--- src/core/flash_pkg.sv ---
package flash_pkg;
  // ==========================================================
  // Timing
  localparam int CLK_NS = 8;
  localparam int CLK_MHZ = 125;
  localparam int SYNC_STAGES = 2;
  localparam int T_SETUP_NS = 10;
  localparam int T_ACC_NS = 90;
  localparam int T_WP_NS = 50;
  localparam int T_HOLD_NS = 10;
  localparam int T_RESET_WAIT_US = 10;
  localparam int SETUP_CYCLES = (T_SETUP_NS + CLK_NS - 1) / CLK_NS;
  localparam int WP_CYCLES = (T_WP_NS + CLK_NS - 1) / CLK_NS;
  // Access time plus the input synchroniser latency
  localparam int RD_CYCLES = (T_ACC_NS + CLK_NS - 1) / CLK_NS + SYNC_STAGES;
  localparam int HOLD_CYCLES = (T_HOLD_NS + CLK_NS - 1) / CLK_NS;
  localparam int RESET_WAIT_CYCLES = T_RESET_WAIT_US * CLK_MHZ;
  // ==========================================================
  // Command set
  localparam logic [19:0] UNLOCK1_BYTE = 20'h0AAAA;
  localparam logic [19:0] UNLOCK1_WORD = 20'h05555;
  localparam logic [19:0] UNLOCK2_BYTE = 20'h00555;
  localparam logic [19:0] UNLOCK2_WORD = 20'h02AAA;
  localparam logic [7:0] UNLOCK1_DATA = 8'hAA;
  localparam logic [7:0] UNLOCK2_DATA = 8'h55;
  localparam logic [7:0] CMD_RESET = 8'hF0;
  localparam logic [7:0] CMD_AUTOSEL = 8'h90;
  localparam logic [7:0] CMD_PROGRAM = 8'hA0;
  localparam int POLLING_BIT = 7;
  localparam int TOGGLE_BIT = 6;
  localparam int ERROR_BIT = 5;
  // ==========================================================
  // Register map
  localparam logic [7:0] REG_CTRL = 8'h00;
  localparam logic [7:0] REG_ADDR = 8'h04;
  localparam logic [7:0] REG_WDATA = 8'h08;
  localparam logic [7:0] REG_STATUS = 8'h0C;
  localparam logic [7:0] REG_RDATA = 8'h10;
  localparam int CTRL_BYTE_BIT = 4;
  localparam int STAT_BUSY_BIT = 0;
  localparam int STAT_FAIL_BIT = 1;
  localparam int STAT_TOGGLE_BIT = 2;
  localparam logic CTRL_BYTE_RESET = 1'b0;
  localparam logic [19:0] ADDR_RESET = 20'h00000;
  localparam logic [15:0] DATA_RESET = 16'h0000;
  localparam logic [1:0] RESP_OKAY = 2'h0;
  localparam logic [1:0] RESP_SLVERR = 2'h2;

  typedef enum logic [1:0] {OP_READ, OP_RESET, OP_AUTOSEL, OP_PROGRAM} op_t;
  typedef struct packed {
    logic wr;
    logic [19:0] addr;
    logic [15:0] data;
    logic last;
  } cyc_t;
endpackage : flash_pkg

--- src/core/cycle_if.sv ---
interface cycle_if;
  logic req;
  logic wr;
  logic byte_mode;
  logic [19:0] addr;
  logic [15:0] wdata;
  logic done;
  logic [15:0] rdata;
  modport initiator(output req, wr, byte_mode, addr, wdata,
                    input done, rdata);
  modport target(input req, wr, byte_mode, addr, wdata,
                 output done, rdata);
endinterface : cycle_if

--- src/core/flash_host.sv ---
// Local design decisions: the register offsets and the AXI4-Lite register port.
module flash_host (
  // Clock and reset
  input wire logic aclk,
  input wire logic aresetn,
  input wire logic clk_en,
  // AXI4-Lite write
  input wire logic [7:0] s_axi_awaddr,
  input wire logic s_axi_awvalid,
  output logic s_axi_awready,
  input wire logic [31:0] s_axi_wdata,
  input wire logic [3:0] s_axi_wstrb,
  input wire logic s_axi_wvalid,
  output logic s_axi_wready,
  output logic [1:0] s_axi_bresp,
  output logic s_axi_bvalid,
  input wire logic s_axi_bready,
  // AXI4-Lite read
  input wire logic [7:0] s_axi_araddr,
  input wire logic s_axi_arvalid,
  output logic s_axi_arready,
  output logic [31:0] s_axi_rdata,
  output logic [1:0] s_axi_rresp,
  output logic s_axi_rvalid,
  input wire logic s_axi_rready,
  // Flash pins
  output logic flash_ce_n,
  output logic flash_oe_n,
  output logic flash_we_n,
  output logic flash_byte_n,
  output logic [18:0] flash_addr,
  output logic [15:0] flash_dq_o,
  output logic [15:0] flash_dq_oe,
  input wire logic [15:0] flash_dq_i
);
  import flash_pkg::*;
  typedef enum logic [1:0] {S_IDLE, S_ISSUE, S_WAIT, S_SETTLE} sstate_t;

  function automatic logic [31:0] merge(input logic [31:0] old_v,
      input logic [31:0] new_v, input logic [3:0] strb);
    logic [31:0] r;
    r = old_v;
    for (int i = 0; i < 4; i++) begin
      if (strb[i]) begin
        r[i*8 +: 8] = new_v[i*8 +: 8];
      end
    end
    return r;
  endfunction : merge

  // Which flash bus cycle a given step of an operation issues
  function automatic cyc_t step_cycle(input op_t op, input logic [2:0] step,
      input logic bm, input logic [19:0] a, input logic [15:0] d);
    cyc_t c;
    logic [19:0] u1;
    logic [19:0] u2;
    u1 = bm ? UNLOCK1_BYTE : UNLOCK1_WORD;
    u2 = bm ? UNLOCK2_BYTE : UNLOCK2_WORD;
    c = '{wr: 1'b0, addr: a, data: d, last: 1'b0};
    case (op)
      OP_READ: c.last = 1'b1;
      OP_RESET: c = '{wr: 1'b1, addr: u1, data: {8'h00, CMD_RESET},
                      last: 1'b1};
      default: begin
        case (step)
          3'h0: c = '{wr: 1'b1, addr: u1, data: {8'h00, UNLOCK1_DATA},
                      last: 1'b0};
          3'h1: c = '{wr: 1'b1, addr: u2, data: {8'h00, UNLOCK2_DATA},
                      last: 1'b0};
          3'h2: c = '{wr: 1'b1, addr: u1, last: 1'b0,
                      data: {8'h00, (op == OP_AUTOSEL) ? CMD_AUTOSEL
                                                       : CMD_PROGRAM}};
          3'h3: begin
            // Auto-select reads the code; program writes the target word
            c.wr = (op == OP_PROGRAM);
            c.last = (op == OP_AUTOSEL);
          end
          default: c.last = 1'b1;
        endcase
      end
    endcase
    return c;
  endfunction : step_cycle

  cycle_if cyc();
  cyc_t cur;
  logic busy, start;
  op_t start_op;
  logic aw_held, next_aw_held, w_held, next_w_held;
  logic [7:0] aw_addr, next_aw_addr;
  logic [31:0] w_data, next_w_data;
  logic [3:0] w_strb, next_w_strb;
  logic bvalid, next_bvalid, rvalid, next_rvalid;
  logic [1:0] bresp, next_bresp, rresp, next_rresp;
  logic [31:0] rdata, next_rdata, m;
  logic byte_mode, next_byte_mode;
  logic [19:0] addr_reg, next_addr_reg;
  logic [15:0] wdata_reg, next_wdata_reg;
  sstate_t state, next_state;
  op_t op, next_op;
  logic [2:0] step, next_step;
  logic err_seen, next_err_seen, fail, next_fail, toggle, next_toggle;
  logic [15:0] rd_result, next_rd_result;
  logic [10:0] settle_cnt, next_settle_cnt;

  assign busy = (state != S_IDLE);
  // Frozen bus looks idle so no handshake slips through
  assign s_axi_awready = clk_en && !aw_held && !bvalid;
  assign s_axi_wready = clk_en && !w_held && !bvalid;
  assign s_axi_bvalid = clk_en && bvalid;
  assign s_axi_arready = clk_en && !rvalid;
  assign s_axi_rvalid = clk_en && rvalid;
  assign s_axi_bresp = bresp;
  assign s_axi_rresp = rresp;
  assign s_axi_rdata = rdata;
  assign flash_byte_n = !byte_mode;

  // ==========================================================
  // Register slave
  always_comb begin
    next_aw_held = aw_held;
    next_aw_addr = aw_addr;
    next_w_held = w_held;
    next_w_data = w_data;
    next_w_strb = w_strb;
    next_bvalid = bvalid;
    next_bresp = bresp;
    next_rvalid = rvalid;
    next_rresp = rresp;
    next_rdata = rdata;
    next_byte_mode = byte_mode;
    next_addr_reg = addr_reg;
    next_wdata_reg = wdata_reg;
    start = 1'b0;
    start_op = OP_READ;
    m = 32'h00000000;
    if (s_axi_awvalid && s_axi_awready) begin
      next_aw_held = 1'b1;
      next_aw_addr = s_axi_awaddr;
    end
    if (s_axi_wvalid && s_axi_wready) begin
      next_w_held = 1'b1;
      next_w_data = s_axi_wdata;
      next_w_strb = s_axi_wstrb;
    end
    if (s_axi_bvalid && s_axi_bready) begin
      next_bvalid = 1'b0;
    end
    if (aw_held && w_held && !bvalid) begin
      next_aw_held = 1'b0;
      next_w_held = 1'b0;
      next_bvalid = 1'b1;
      next_bresp = RESP_OKAY;
      // Setup registers are locked while an operation runs
      if (busy || !(aw_addr == REG_CTRL || aw_addr == REG_ADDR
                    || aw_addr == REG_WDATA)) begin
        next_bresp = RESP_SLVERR;
      end else if (aw_addr == REG_CTRL) begin
        m = merge({27'h0, byte_mode, 2'h0, op}, w_data, w_strb);
        next_byte_mode = m[CTRL_BYTE_BIT];
        start_op = op_t'(m[1:0]);
        start = 1'b1;
      end else if (aw_addr == REG_ADDR) begin
        m = merge({12'h000, addr_reg}, w_data, w_strb);
        next_addr_reg = m[19:0];
      end else begin
        m = merge({16'h0000, wdata_reg}, w_data, w_strb);
        next_wdata_reg = m[15:0];
      end
    end
    if (s_axi_rvalid && s_axi_rready) begin
      next_rvalid = 1'b0;
    end
    if (s_axi_arvalid && s_axi_arready) begin
      next_rvalid = 1'b1;
      next_rresp = RESP_OKAY;
      case (s_axi_araddr)
        REG_CTRL: next_rdata = {27'h0, byte_mode, 2'h0, op};
        REG_ADDR: next_rdata = {12'h000, addr_reg};
        REG_WDATA: next_rdata = {16'h0000, wdata_reg};
        REG_STATUS: next_rdata = {29'h0, toggle, fail, busy};
        REG_RDATA: next_rdata = {16'h0000, rd_result};
        default: begin
          next_rdata = 32'h00000000;
          next_rresp = RESP_SLVERR;
        end
      endcase
    end
  end

  always_ff @(posedge aclk) begin
    if (!aresetn) begin
      aw_held <= 1'b0;
      aw_addr <= 8'h00;
      w_held <= 1'b0;
      w_data <= 32'h00000000;
      w_strb <= 4'h0;
      bvalid <= 1'b0;
      bresp <= RESP_OKAY;
      rvalid <= 1'b0;
      rresp <= RESP_OKAY;
      rdata <= 32'h00000000;
      byte_mode <= CTRL_BYTE_RESET;
      addr_reg <= ADDR_RESET;
      wdata_reg <= DATA_RESET;
    end else if (clk_en) begin
      aw_held <= next_aw_held;
      aw_addr <= next_aw_addr;
      w_held <= next_w_held;
      w_data <= next_w_data;
      w_strb <= next_w_strb;
      bvalid <= next_bvalid;
      bresp <= next_bresp;
      rvalid <= next_rvalid;
      rresp <= next_rresp;
      rdata <= next_rdata;
      byte_mode <= next_byte_mode;
      addr_reg <= next_addr_reg;
      wdata_reg <= next_wdata_reg;
    end
  end

  // ==========================================================
  // Command sequencer
  assign cur = step_cycle(op, step, byte_mode, addr_reg, wdata_reg);
  assign cyc.req = (state == S_ISSUE);
  assign cyc.wr = cur.wr;
  assign cyc.addr = cur.addr;
  assign cyc.wdata = cur.data;
  assign cyc.byte_mode = byte_mode;

  always_comb begin
    next_state = state;
    next_op = op;
    next_step = step;
    next_err_seen = err_seen;
    next_fail = fail;
    next_toggle = toggle;
    next_rd_result = rd_result;
    next_settle_cnt = settle_cnt;
    case (state)
      S_IDLE: begin
        if (start) begin
          next_op = start_op;
          next_step = 3'h0;
          next_err_seen = 1'b0;
          next_fail = 1'b0;
          next_state = S_ISSUE;
        end
      end
      S_ISSUE: next_state = S_WAIT;
      S_WAIT: begin
        if (cyc.done) begin
          if (!cur.last) begin
            next_step = step + 3'h1;
            next_state = S_ISSUE;
          end else if (op == OP_RESET) begin
            next_settle_cnt = 11'(RESET_WAIT_CYCLES - 1);
            next_state = S_SETTLE;
          end else if (op == OP_PROGRAM) begin
            next_rd_result = cyc.rdata;
            next_toggle = cyc.rdata[TOGGLE_BIT];
            // Polling bit matches written data once the word is in
            if (cyc.rdata[POLLING_BIT] == wdata_reg[POLLING_BIT]) begin
              next_state = S_IDLE;
            end else if (err_seen) begin
              next_fail = 1'b1;
              next_state = S_IDLE;
            end else begin
              // Error bit may rise just before completion: poll once more
              next_err_seen = cyc.rdata[ERROR_BIT];
              next_state = S_ISSUE;
            end
          end else begin
            next_rd_result = cyc.rdata;
            next_state = S_IDLE;
          end
        end
      end
      S_SETTLE: begin
        if (settle_cnt == 11'h000) begin
          next_state = S_IDLE;
        end else begin
          next_settle_cnt = settle_cnt - 11'h001;
        end
      end
      default: next_state = S_IDLE;
    endcase
  end

  always_ff @(posedge aclk) begin
    if (!aresetn) begin
      state <= S_IDLE;
      op <= OP_READ;
      step <= 3'h0;
      err_seen <= 1'b0;
      fail <= 1'b0;
      toggle <= 1'b0;
      rd_result <= DATA_RESET;
      settle_cnt <= 11'h000;
    end else if (clk_en) begin
      state <= next_state;
      op <= next_op;
      step <= next_step;
      err_seen <= next_err_seen;
      fail <= next_fail;
      toggle <= next_toggle;
      rd_result <= next_rd_result;
      settle_cnt <= next_settle_cnt;
    end
  end

  flash_cycle u_cycle (
    .aclk(aclk),
    .aresetn(aresetn),
    .clk_en(clk_en),
    .cyc(cyc),
    .flash_ce_n(flash_ce_n),
    .flash_oe_n(flash_oe_n),
    .flash_we_n(flash_we_n),
    .flash_addr(flash_addr),
    .flash_dq_o(flash_dq_o),
    .flash_dq_oe(flash_dq_oe),
    .flash_dq_i(flash_dq_i)
  );

  chk_unlock_first: assert property (
    @(posedge aclk) disable iff (!aresetn)
    cyc.req && step == 3'h0 && (op == OP_AUTOSEL || op == OP_PROGRAM)
    |-> cyc.wr && cyc.wdata[7:0] == UNLOCK1_DATA
        && cyc.addr == (byte_mode ? UNLOCK1_BYTE : UNLOCK1_WORD))
    else $error("first unlock cycle wrong");
  chk_unlock_second: assert property (
    @(posedge aclk) disable iff (!aresetn)
    cyc.req && step == 3'h1 && op != OP_READ && op != OP_RESET
    |-> cyc.wr && cyc.wdata[7:0] == UNLOCK2_DATA
        && cyc.addr == (byte_mode ? UNLOCK2_BYTE : UNLOCK2_WORD))
    else $error("second unlock cycle wrong");
  chk_autosel_cmd: assert property (
    @(posedge aclk) disable iff (!aresetn)
    cyc.req && step == 3'h2 && op == OP_AUTOSEL
    |-> cyc.wr && cyc.wdata[7:0] == CMD_AUTOSEL
        && cyc.addr == (byte_mode ? UNLOCK1_BYTE : UNLOCK1_WORD))
    else $error("auto-select command wrong");
  chk_program_done: assert property (
    @(posedge aclk) disable iff (!aresetn)
    clk_en && state == S_WAIT && op == OP_PROGRAM && step == 3'h4
    && cyc.done && cyc.rdata[POLLING_BIT] == wdata_reg[POLLING_BIT]
    |=> state == S_IDLE && !fail && rd_result == $past(cyc.rdata))
    else $error("program completion missed");
  chk_reset_settle: assert property (
    @(posedge aclk) disable iff (!aresetn)
    clk_en && state == S_WAIT && op == OP_RESET && cyc.done
    |=> state == S_SETTLE && settle_cnt == 11'(RESET_WAIT_CYCLES - 1))
    else $error("reset settle wait not started");
  chk_bresp_hold: assert property (@(posedge aclk) disable iff (!aresetn)
    s_axi_bvalid && !s_axi_bready |=> s_axi_bvalid && $stable(s_axi_bresp))
    else $error("write response dropped");
  chk_rdata_hold: assert property (@(posedge aclk) disable iff (!aresetn)
    s_axi_rvalid && !s_axi_rready |=> s_axi_rvalid && $stable(s_axi_rdata))
    else $error("read data changed while pending");
endmodule : flash_host

--- src/core/flash_cycle.sv ---
module flash_cycle (
  // Clock and reset
  input wire logic aclk,
  input wire logic aresetn,
  input wire logic clk_en,
  // Sequencer side
  cycle_if.target cyc,
  // Flash pins
  output logic flash_ce_n,
  output logic flash_oe_n,
  output logic flash_we_n,
  output logic [18:0] flash_addr,
  output logic [15:0] flash_dq_o,
  output logic [15:0] flash_dq_oe,
  input wire logic [15:0] flash_dq_i
);
  import flash_pkg::*;
  typedef enum logic [1:0] {C_IDLE, C_SETUP, C_STROBE, C_HOLD} cstate_t;
  cstate_t state, next_state;
  logic [3:0] cnt, next_cnt;
  logic wr, next_wr, byte_mode, next_byte_mode, done, next_done;
  logic next_ce_n, next_oe_n, next_we_n;
  logic [18:0] next_addr;
  logic [15:0] next_dq_o, next_dq_oe, rdata, next_rdata;
  logic [15:0] dq_meta, dq_sync;

  // ==========================================================
  // Pin input synchroniser
  always_ff @(posedge aclk) begin
    if (clk_en) begin
      dq_meta <= flash_dq_i;
      dq_sync <= dq_meta;
    end
  end

  // ==========================================================
  // Bus cycle timing
  always_comb begin
    next_state = state;
    next_cnt = cnt;
    next_wr = wr;
    next_byte_mode = byte_mode;
    next_done = 1'b0;
    next_ce_n = flash_ce_n;
    next_oe_n = flash_oe_n;
    next_we_n = flash_we_n;
    next_addr = flash_addr;
    next_dq_o = flash_dq_o;
    next_dq_oe = flash_dq_oe;
    next_rdata = rdata;
    if (cnt != 4'h0) begin
      next_cnt = cnt - 4'h1;
    end
    case (state)
      C_IDLE: begin
        if (cyc.req) begin
          next_wr = cyc.wr;
          next_byte_mode = cyc.byte_mode;
          next_ce_n = 1'b0;
          // Byte mode: A-1 rides on the top data pin, upper lanes float
          if (cyc.byte_mode) begin
            next_addr = cyc.addr[19:1];
            next_dq_o = {cyc.addr[0], 7'h00, cyc.wdata[7:0]};
            next_dq_oe = cyc.wr ? 16'h80FF : 16'h8000;
          end else begin
            next_addr = cyc.addr[18:0];
            next_dq_o = cyc.wdata;
            next_dq_oe = cyc.wr ? 16'hFFFF : 16'h0000;
          end
          next_cnt = 4'(SETUP_CYCLES - 1);
          next_state = C_SETUP;
        end
      end
      C_SETUP: begin
        if (cnt == 4'h0) begin
          next_we_n = !wr;
          next_oe_n = wr;
          next_cnt = wr ? 4'(WP_CYCLES - 1) : 4'(RD_CYCLES - 1);
          next_state = C_STROBE;
        end
      end
      C_STROBE: begin
        if (cnt == 4'h0) begin
          if (!wr) begin
            next_rdata = byte_mode ? {8'h00, dq_sync[7:0]} : dq_sync;
          end
          // Address and data stay put past the rising strobe edge
          next_we_n = 1'b1;
          next_oe_n = 1'b1;
          next_cnt = 4'(HOLD_CYCLES - 1);
          next_state = C_HOLD;
        end
      end
      C_HOLD: begin
        if (cnt == 4'h0) begin
          next_ce_n = 1'b1;
          next_dq_oe = 16'h0000;
          next_done = 1'b1;
          next_state = C_IDLE;
        end
      end
      default: next_state = C_IDLE;
    endcase
  end

  always_ff @(posedge aclk) begin
    if (!aresetn) begin
      state <= C_IDLE;
      cnt <= 4'h0;
      wr <= 1'b0;
      byte_mode <= 1'b0;
      done <= 1'b0;
      flash_ce_n <= 1'b1;
      flash_oe_n <= 1'b1;
      flash_we_n <= 1'b1;
      flash_addr <= 19'h00000;
      flash_dq_o <= 16'h0000;
      flash_dq_oe <= 16'h0000;
      rdata <= 16'h0000;
    end else if (clk_en) begin
      state <= next_state;
      cnt <= next_cnt;
      wr <= next_wr;
      byte_mode <= next_byte_mode;
      done <= next_done;
      flash_ce_n <= next_ce_n;
      flash_oe_n <= next_oe_n;
      flash_we_n <= next_we_n;
      flash_addr <= next_addr;
      flash_dq_o <= next_dq_o;
      flash_dq_oe <= next_dq_oe;
      rdata <= next_rdata;
    end
  end

  assign cyc.done = done;
  assign cyc.rdata = rdata;

  chk_strobe_exclusive: assert property (@(posedge aclk) disable iff (!aresetn)
    !(!flash_we_n && !flash_oe_n))
    else $error("write and output strobes low together");
  chk_write_pulse: assert property (@(posedge aclk) disable iff (!aresetn)
    $fell(flash_we_n) |-> (!flash_we_n && !flash_ce_n) [*7])
    else $error("write strobe pulse too short");
  chk_addr_stable: assert property (@(posedge aclk) disable iff (!aresetn)
    !flash_ce_n && $past(!flash_ce_n) |-> $stable(flash_addr))
    else $error("address moved during a bus cycle");
endmodule : flash_cycle

--- config.mk ---
export PLATFORM = sky130hd
export DESIGN_NAME = flash_host
export DESIGN_NICKNAME = d
export VERILOG_FILES = /design/src/core/flash_pkg.sv /design/src/core/cycle_if.sv /design/src/core/flash_host.sv /design/src/core/flash_cycle.sv
export SDC_FILE = /design/constraint.sdc
export NUM_CORES = 1
export LEC_CHECK = 0
export BUFFER_PORTS_ARGS = -buffer_cell sky130_fd_sc_hd__buf_2
export CORE_MARGIN = 2
export CORE_UTILIZATION = 51
export CTS_CLUSTER_DIAMETER = 80
export DETAILED_ROUTE_END_ITERATION = 7
export GPL_ROUTABILITY_DRIVEN = 0
export PLACE_DENSITY = 0.78
export SYNTH_ARGS = -nofsm -noshare
export SYNTH_HDL_FRONTEND = slang
export SYNTH_SLANG_ARGS = --single-unit
--- constraint.sdc ---
create_clock -name aclk -period 2.1 [get_ports aclk]
set_input_delay 0.42 -clock aclk [delete_from_list [all_inputs] [get_ports aclk]]
set_output_delay 0.42 -clock aclk [all_outputs]
set_load 0.01 [all_outputs]
==> run_results.csv, run 1 <==
group,metric,value,unit
outcome,outcome,"complete, no violations",
critical_path,cp_max_fo,4,
timing,fmax,480,MHz
critical_path,crit_path_max_incr_delay,550,ps
layout,utilization,0.631,
routing,num_vias,8583,
placed_design,portBuffers,144,
die,die_height,143,um
routing,first_iter_violations,786,
die,die_area,20300,um2
worst_hold_path,hp-class,"input port to flip-flop",
cts,cts_num_sinks,229,
yosys,yosys_warnings,0,
routing,wl_per_cell,17.3,um
routing,viasPerCell,5.69,
yosys,ys_top_cells_by_count,"dfxtp_1, nand2_1, a21oi_1, nor2_1, o21ai_0",
layout,fin_nets,1348,
power,pwr_density_cell,779,nW/um2
placed_design,placed_cells,1460,
cts,clk_pin_slew,60,ps
timing,fin_skew,9.95,ps
global_routing,grt_pass1_vias,8054,
critical_path,arrival,2460,ps
timing,whs,72.2,ps
critical_path,startpoint_type,"flip-flop",
timing,post-route-period-util,0.991,
layout,num-fill-cells,1520,
timing,tightest_slew,1170,ps
yosys,synth_top_area_share,0.403,
layout,layout.cells.non_filler,1509,
yosys,ys_ff_latch,229,
global_routing,grt_max_degree,140,
timing,hold_viol_final,0,
die,core_area,18800,um2
routing,wl,26.0,mm
critical_path,cp.required,2480,ps
power,total_leakage_power,4.70,nW
yosys,yosysMostFrequentCell,"dfxtp_1",
critical_path,crit_path_frequent_cell,"or4_4",
timing,drv_slew,0,
timing,maxSlewHeadroom,0.215,
yosys,synthArstFlopShare,0,
global_routing,track_usage,0.255,
cts,cts_tree,"built",
routing,drc,0,
critical_path,crit_path_top_delay_cell,"or4_4",
routing,drt-pass1-iter-count,5,
timing,period_minus_slack,2080,ps
yosys,seq_area_frac_synth,0.501,
yosys,yosys_most_used_dff,"dfxtp_1",
die,row_count,50,
global_routing,grt_overflow_total,0,
layout,diodes,0,
yosys,synth_edf_count,32,
cts,clk_latency,520,ps
power,peakVddDrop,692,uV
cts,cts_buffers,24,
yosys,synth_top_area_cell,"dfxtp_1",
cts,cts_root_buf,"clkbuf_16",
die,die_width,143,um
yosys,synth_cell_types,69,
placed_design,dpl.hpwl,18.2,mm
critical_path,end_kind,"flip-flop",
layout,drive_gt1_frac,0.220,
yosys,synth.area.top_cells,"dfxtp_1, edfxtp_1, nand2_1",
yosys,syn_area,9790,um2
critical_path,critical_path_class,"flip-flop to flip-flop",
die,start_util,0.522,
timing,setup-violations-final,0,
layout,syn_to_final_growth,21.0,%
global_routing,grt_pass1_wl,41.5,mm
die,boundaryPins,172,
cts,hold_buffers,0,
cts,cts_buffer_depth,3,
yosys,synthCells,1100,
cts,htree_levels,1,
routing,drtAntennaViolNets,0,
timing,rsz0062_at_grt,"yes",
critical_path,path_cells,"or4_4, buf_4, or4_4, a21oi_4, mux2i_1, nor2_1",
yosys,syn_area_per_cell,8.90,um2
run,cap_violations,0,
global_routing,antenna_found_initial,0,
-- where the power goes --
part           leakage [nW]  internal (mW)  switching, mW  total (mW)
sequential             1.90           4.55         0.0596        4.61
clock                 0.372           2.36           1.67        4.03
combinational          2.42          0.240          0.353       0.593
total                  4.70           7.14           2.09        9.23
-- kinds of logic after synthesis --
group	count (synthesis)	synth area share
AND/OR/NAND/NOR	406	0.191
AO/OA/AOI/OAI	282	0.176
adder cells (fa/ha/maj)	13	0.0166
flip-flops	229	0.501
XOR/XNOR	7	0.00626
buffers and inverters	109	0.0535
other	1	0.000383
multiplexers	53	0.0548
-- path summary, 6_finish.rpt --
path	startpoint	endpoint	slack [ps]	cells past startpoint
setup / recovery	aw_addr[4]	step[0]	20	6
setup reg to reg	aw_addr[4]	step[0]	20	6
hold reg to reg	u_cycle.dq_meta[11]	u_cycle.dq_sync[11]	420	0
hold / removal	flash_dq_i[10]	u_cycle.dq_meta[10]	70	1
-- critical path: cells and delay by family (launching register included) --
| family | cells | cell delay [ps] |
|---|---|---|
| flip-flops | 1 | 310 |
| AO/OA/AOI/OAI | 1 | 200 |
| buffers and inverters | 1 | 160 |
| AND/OR/NAND/NOR | 3 | 1070 |
| multiplexers | 1 | 210 |
-- cells in the final DEF, fill, tap and decap left out, types with 28 or more instances in the layout --
cell type	n
nand3_1	28
buf_4	57
buf_2	144
a21oi_1	120
mux2i_1	47
nor2_1	100
nand2_1	176
edfxtp_1	32
o21ai_0	53
dfxtp_1	196
-- metal layers --
metal | global-route usage | up-vias | wire length [um]
li1 | - | 4153 | -
met1 | 0.360 | 4034 | 11200
met2 | 0.413 | 357 | 12100
met3 | 0.0384 | 39 | 2230
met4 | 0.0615 | 0 | 435
met5 | 0 | - | 0
-- through the flow --
stage	cell area, um2	setup TNS, ps	power (mW)	setup slack [ps]
2_1_floorplan	9840	0	5.04	5.30
3_3_place_gp	11000	-119	5.23	-40.6
3_5_place_dp	11000	-392	5.25	-70.5
4_1_cts	11700	0	9.23	6.25
5_1_grt	11800	-789	9.53	-64.8
6_report	11800	0	9.23	18.5
-- area by class of cell --
cell class	instances	area, um2	share of cell area
Clock buffer	33	674	0.0569
Clock inverter	9	77.6	0.00655
Inverter	17	66.3	0.00560
Multi-Input combinational cell	775	4480	0.379
Sequential cell	229	4910	0.414
Tap cell	234	293	0.0247
Timing Repair Buffer	212	1340	0.113
-- repair_timing --
item,4_1_cts,5_1_grt
endpoints found under the setup margin,17,77
hold endpoints to repair,0,0
buffers inserted,1,6
pin swaps,1,7
gates resized for setup,3,22
(Power assumes the default switching activity.)
==> run 2: changes to the inputs <==
- PLACE_DENSITY: 0.78 -> 0.77
==> run 2 against run 1 <==
First-iteration DRC count fell by 5.9%. Clock skew rose by 7.3 ps. Utilization barely moved. Fmax rose by 1.3%. Power rose by 3.5%. Final cell count barely moved. Die area did not move. Worst hold slack got worse by 4.0 ps. Sequential power barely moved. Register-to-register slack improved by 30 ps. Via count fell by 0.13%. Flip-flop and latch count did not move.
==> run_results.csv, run 2 (synthesis gave the netlist of run 1 again) <==
group,metric,value,unit
routing,viasPerCell,5.68,
die,boundaryPins,172,
global_routing,grt_overflow_total,0,
cts,hold_buffers,0,
global_routing,track_usage,0.248,
global_routing,grt_pass1_vias,7939,
power,sw_frac_of_total,0.226,
placed_design,placed_cells,1461,
layout,final_cell_mix,"dfxtp_1, nand2_1, buf_2, a21oi_1, nor2_1",
worst_hold_path,hp-class,"input port to flip-flop",
routing,num_vias,8572,
layout,fin_nets,1345,
timing,worst_slack,44.6,ps
cts,cts_buffers,24,
cts,cts_tree,"built",
run,cap_violations,0,
global_routing,antenna_found_initial,1,
routing,drc,0,
routing,drtAntennaViolNets,0,
die,die_height,143,um
timing,tightest_slew,1120,ps
power,peakVddDrop,635,uV
routing,wl,25.4,mm
global_routing,grt_pass1_wl,40.7,mm
power,intPower,7.39,mW
timing,maxSlewHeadroom,0.248,
layout,layout.cells.non_filler,1510,
layout,layout_commonest_cell,"dfxtp_1",
power,combPwrFrac,0.062,
placed_design,post-place-ws,-38.2,ps
placed_design,dpl.hpwl,18.1,mm
cts,clk_latency,520,ps
timing,setup-violations-final,0,
die,die_width,143,um
timing,post-route-period-util,0.979,
cts,cts_root_buf,"clkbuf_16",
layout,syn_to_final_growth,21.0,%
routing,drt-pass1-iter-count,7,
critical_path,cp_max_fo,5,
power,pwr_density_cell,807,nW/um2
die,core_area,18800,um2
power,total_leakage_power,4.69,nW
critical_path,cp.required,2510,ps
cts,cts_buffer_depth,3,
layout,drive_gt1_frac,0.219,
critical_path,startpoint_type,"flip-flop",
die,start_util,0.522,
outcome,outcome,"complete, no violations",
timing,rsz0062_at_grt,"yes",
timing,fin_skew,17.2,ps
global_routing,grt_max_degree,80,
critical_path,end_kind,"flip-flop",
power,power_frac_clock,0.456,
power,pwr-share-seq,0.481,
cts,cts_num_sinks,229,
layout,num-fill-cells,1565,
die,row_count,50,
cts,clk_pin_slew,60,ps
critical_path,arrival,2460,ps
cts,htree_levels,1,
die,die_area,20300,um2
power,p_sw,2.16,mW
critical_path,critical_path_class,"flip-flop to flip-flop",
timing,fmax,487,MHz
timing,hold_viol_final,0,
timing,drv_slew,0,
routing,wl_per_cell,16.8,um
placed_design,portBuffers,144,
routing,first_iter_violations,740,
timing,period_minus_slack,2060,ps
-- run 2: cell types whose count changed in the layout (fill, tap and decap cells not counted), moves of 3 or more --
cell / change
clkbuf_8: -4
clkbuf_1: -3
clkinvlp_2: +5
bufinv_16: +3
o21ai_1: -3
clkinvlp_4: +3
o21ai_0: +3
-- run 2: area by class of cell --
type | count | area, um2 | share of cell area
Antenna cell | 2 | 5.00 | 0.000422
Clock buffer | 26 | 608 | 0.0513
Clock inverter | 18 | 215 | 0.0182
Inverter | 17 | 66.3 | 0.00560
Multi-Input combinational cell | 775 | 4450 | 0.376
Sequential cell | 229 | 4910 | 0.414
Tap cell | 234 | 293 | 0.0247
Timing Repair Buffer | 209 | 1300 | 0.110
-- run 2: metrics by stage --
step	setup TNS, ps	util	power, mW	area, um2	hold WS (ps)
global route	-7.14	0.631	9.85	11800	63.4
detailed placement	-302	0.583	5.27	10900	405
global placement	0	0.583	5.26	10900	403
CTS	0	0.629	9.58	11800	59.9
finish	0	0.631	9.56	11800	68.2
floorplan	0	-	5.04	9840	400
-- run 2: power by group through the flow --
stage / clock network, mW / logic, mW / registers, mW
after detailed placement: 0 / 0.581 / 4.69
final: 4.36 / 0.594 / 4.60
after global routing: 4.57 / 0.665 / 4.61
after CTS: 4.40 / 0.585 / 4.60
after global placement: 0 / 0.569 / 4.69
after floorplan: 0 / 0.355 / 4.68
-- run 2: timing repair --
action / CTS / global route
gates resized for setup: 2 / 9
gates cloned: 0 / 0
buffers inserted: 2 / 1
hold endpoints to repair: 0 / 0
pin swaps: 1 / 4
endpoints found under the setup margin: 16 / 37
-- run 2: worst paths after layout --
kind	startpoint	to	slack, ps	cells past startpoint
max	aw_addr[6]	step[0]	40	5
min reg2reg	u_cycle.dq_meta[0]	u_cycle.dq_sync[0]	420	0
max reg2reg	aw_addr[6]	step[0]	40	5
min	flash_dq_i[11]	u_cycle.dq_meta[11]	70	1
-- run 2: per-layer routing --
layer	part of all wire	track usage
met5	0	0
met2	0.44	0.391
met1	0.44	0.354
met3	0.090	0.0414
met4	0.023	0.0677
-- run 2: critical path, stage by stage, from the launching register on --
cell	delay [ps]
dfxtp_2	320
or4_4	540
or4_4	600
a21oi_4	230
mux2i_1	220
nor2_1	50
==> run 3: changes to the inputs <==
- CORE_ASPECT_RATIO: default -> 0.75
==> run 3 against run 2 <==
Power shrank 2.2%. Utilization grew 0.76 points. Clock-buffer cell count rose by 3. Setup slack worse by 14 ps. Design area up 0.67%. Clock skew down 11 ps. Global-route usage grew 0.95 points. Sequential share of layout area shrank 0.25 points. Worst hold slack improved by 13 ps. Die area hardly changed. Register-to-register slack hardly changed. Critical path depth grew 3. Largest cell class unchanged. Largest power group unchanged. Highest routed layer unchanged.
==> run_results.csv, run 3 (synthesis gave the netlist of run 1 again) <==
group,metric,value,unit
outcome,outcome,"complete, no violations",
cts,cts_tree,"built",
worst_hold_path,min-delay-start,"flash_dq_i[5]",
power,power_frac_clock,0.442,
timing,maxSlewHeadroom,0.260,
timing,hold_viol_final,0,
worst_hold_path,min_to,"u_cycle.dq_meta[5]",
layout,syn_to_final_growth,21.8,%
timing,setup-violations-final,0,
power,intPower,7.19,mW
die,die_area,20300,um2
global_routing,antenna_found_initial,0,
critical_path,arrival,2460,ps
timing,drv_slew,0,
worst_hold_path,hold_depth,1,
critical_path,r2r_start,"step[0]",
routing,drc,0,
timing,tightest_slew,1110,ps
critical_path,crit_buf_inv,2,
layout,fin_nets,1360,
cts,clk_pin_slew,60,ps
critical_path,startpoint_type,"flip-flop",
critical_path,crit_path_frequent_cell,"nor3_1",
timing,period_minus_slack,2070,ps
die,die_height,124,um
power,p_sw,2.16,mW
cts,cts_num_sinks,229,
die,die_width,164,um
cts,cts_buffers,23,
critical_path,cp.required,2490,ps
critical_path,r2r_slack,30,ps
placed_design,post-place-ws,-240,ps
timing,fmax,483,MHz
timing,fin_skew,6.46,ps
placed_design,dpl.hpwl,19.1,mm
global_routing,grt_pass1_wl,41.5,mm
global_routing,grt_overflow_total,0,
critical_path,r2r-end,"toggle",
layout,drive_gt1_frac,0.230,
power,pwr_density_cell,783,nW/um2
critical_path,end_kind,"flip-flop",
timing,worst_slack,30.3,ps
placed_design,placed_cells,1487,
routing,drt-pass1-iter-count,5,
die,boundaryPins,172,
critical_path,worstRegToRegCells,8,
critical_path,critical_path_class,"flip-flop to flip-flop",
power,combPwrFrac,0.065,
die,start_util,0.524,
power,peakVddDrop,781,uV
routing,first_iter_violations,869,
run,cap_violations,0,
cts,cts_root_buf,"clkbuf_16",
power,total_leakage_power,4.76,nW
cts,cts_buffer_depth,3,
placed_design,portBuffers,144,
global_routing,grt_max_degree,80,
global_routing,track_usage,0.258,
critical_path,cp_max_fo,6,
layout,final_cell_mix,"dfxtp_1, nand2_1, buf_2, a21oi_1, nor2_1",
routing,wl_per_cell,17.2,um
routing,num_vias,8727,
cts,htree_levels,1,
critical_path,crit_path_max_incr_delay,390,ps
die,row_count,43,
timing,tns,0,ps
layout,diodes,0,
power,sw_frac_of_total,0.231,
die,core_area,18700,um2
layout,layout.cells.non_filler,1535,
critical_path,crit_path_top_delay_cell,"nor3_1",
timing,post-route-period-util,0.986,
worst_hold_path,hp-class,"input port to flip-flop",
power,pwr-share-seq,0.493,
layout,num-fill-cells,1517,
global_routing,grt_pass1_vias,7936,
critical_path,path_cells,"inv_1, ha_2, nor3_1, o32ai_2, buf_4, nor3_1, mux2i_1, nor2_1",
cts,clk_latency,510,ps
critical_path,critical_path.top_delay_family,"simple AND/OR/NAND/NOR gates",
routing,viasPerCell,5.69,
routing,drtAntennaViolNets,0,
routing,wl,26.5,mm
layout,layout_commonest_cell,"dfxtp_1",
run 3: how the worst max path moves through the flow:
stage	from	endpoint	slack, ps	cells after the start
after detailed placement	step[0]	rd_result[3]	-240	7
after global placement	step[0]	rd_result[9]	-200	7
after global routing	step[0]	u_cycle.flash_addr[16]	-100	9
after floorplan	step[0]	rd_result[10]	5	8
after CTS	aw_addr[7]	step[0]	0.7	5
final	step[0]	toggle	30	8
run 3: timing repair:
action / 4_1_cts / 5_1_grt
gates resized for setup: 3 / 18
endpoints found under the setup margin: 18 / 51
buffers inserted: 0 / 6
pin swaps: 0 / 6
hold buffers: 0 / 0
run 3: routing by layer:
metal	vias up	track usage	wire [um]
li1	4186	-	-
met1	4096	0.389	12400
met2	411	0.384	11200
met3	34	0.0519	2520
met4	0	0.0488	382
met5	-	0	0
run 3: power by group through the flow:
stage / Combinational (mW) / Clock, mW / Sequential (mW)
after CTS: 0.578 / 4.20 / 4.60
after detailed placement: 0.573 / 0 / 4.70
after floorplan: 0.355 / 0 / 4.68
after global placement: 0.560 / 0 / 4.70
after global routing: 0.674 / 4.38 / 4.61
final: 0.607 / 4.13 / 4.60
run 3: area by class of cell:
class | instances | area, um2 | area share
clock inverters | 13 | 138 | 0.0115
multi-input cells | 775 | 4460 | 0.374
well taps | 247 | 309 | 0.0259
repair buffers | 225 | 1420 | 0.119
clock buffers | 29 | 628 | 0.0527
inverters | 17 | 66.3 | 0.00556
flip-flops and latches | 229 | 4910 | 0.412
run 3: per-stage QoR:
step	instance area, um2	utilization	power [mW]	hold slack [ps]
after floorplan	9840	-	5.04	400
after global placement	11000	0.591	5.26	404
after detailed placement	11000	0.591	5.27	405
after CTS	11800	0.633	9.38	64.7
after global routing	11900	0.639	9.67	66.1
final	11900	0.639	9.34	80.8
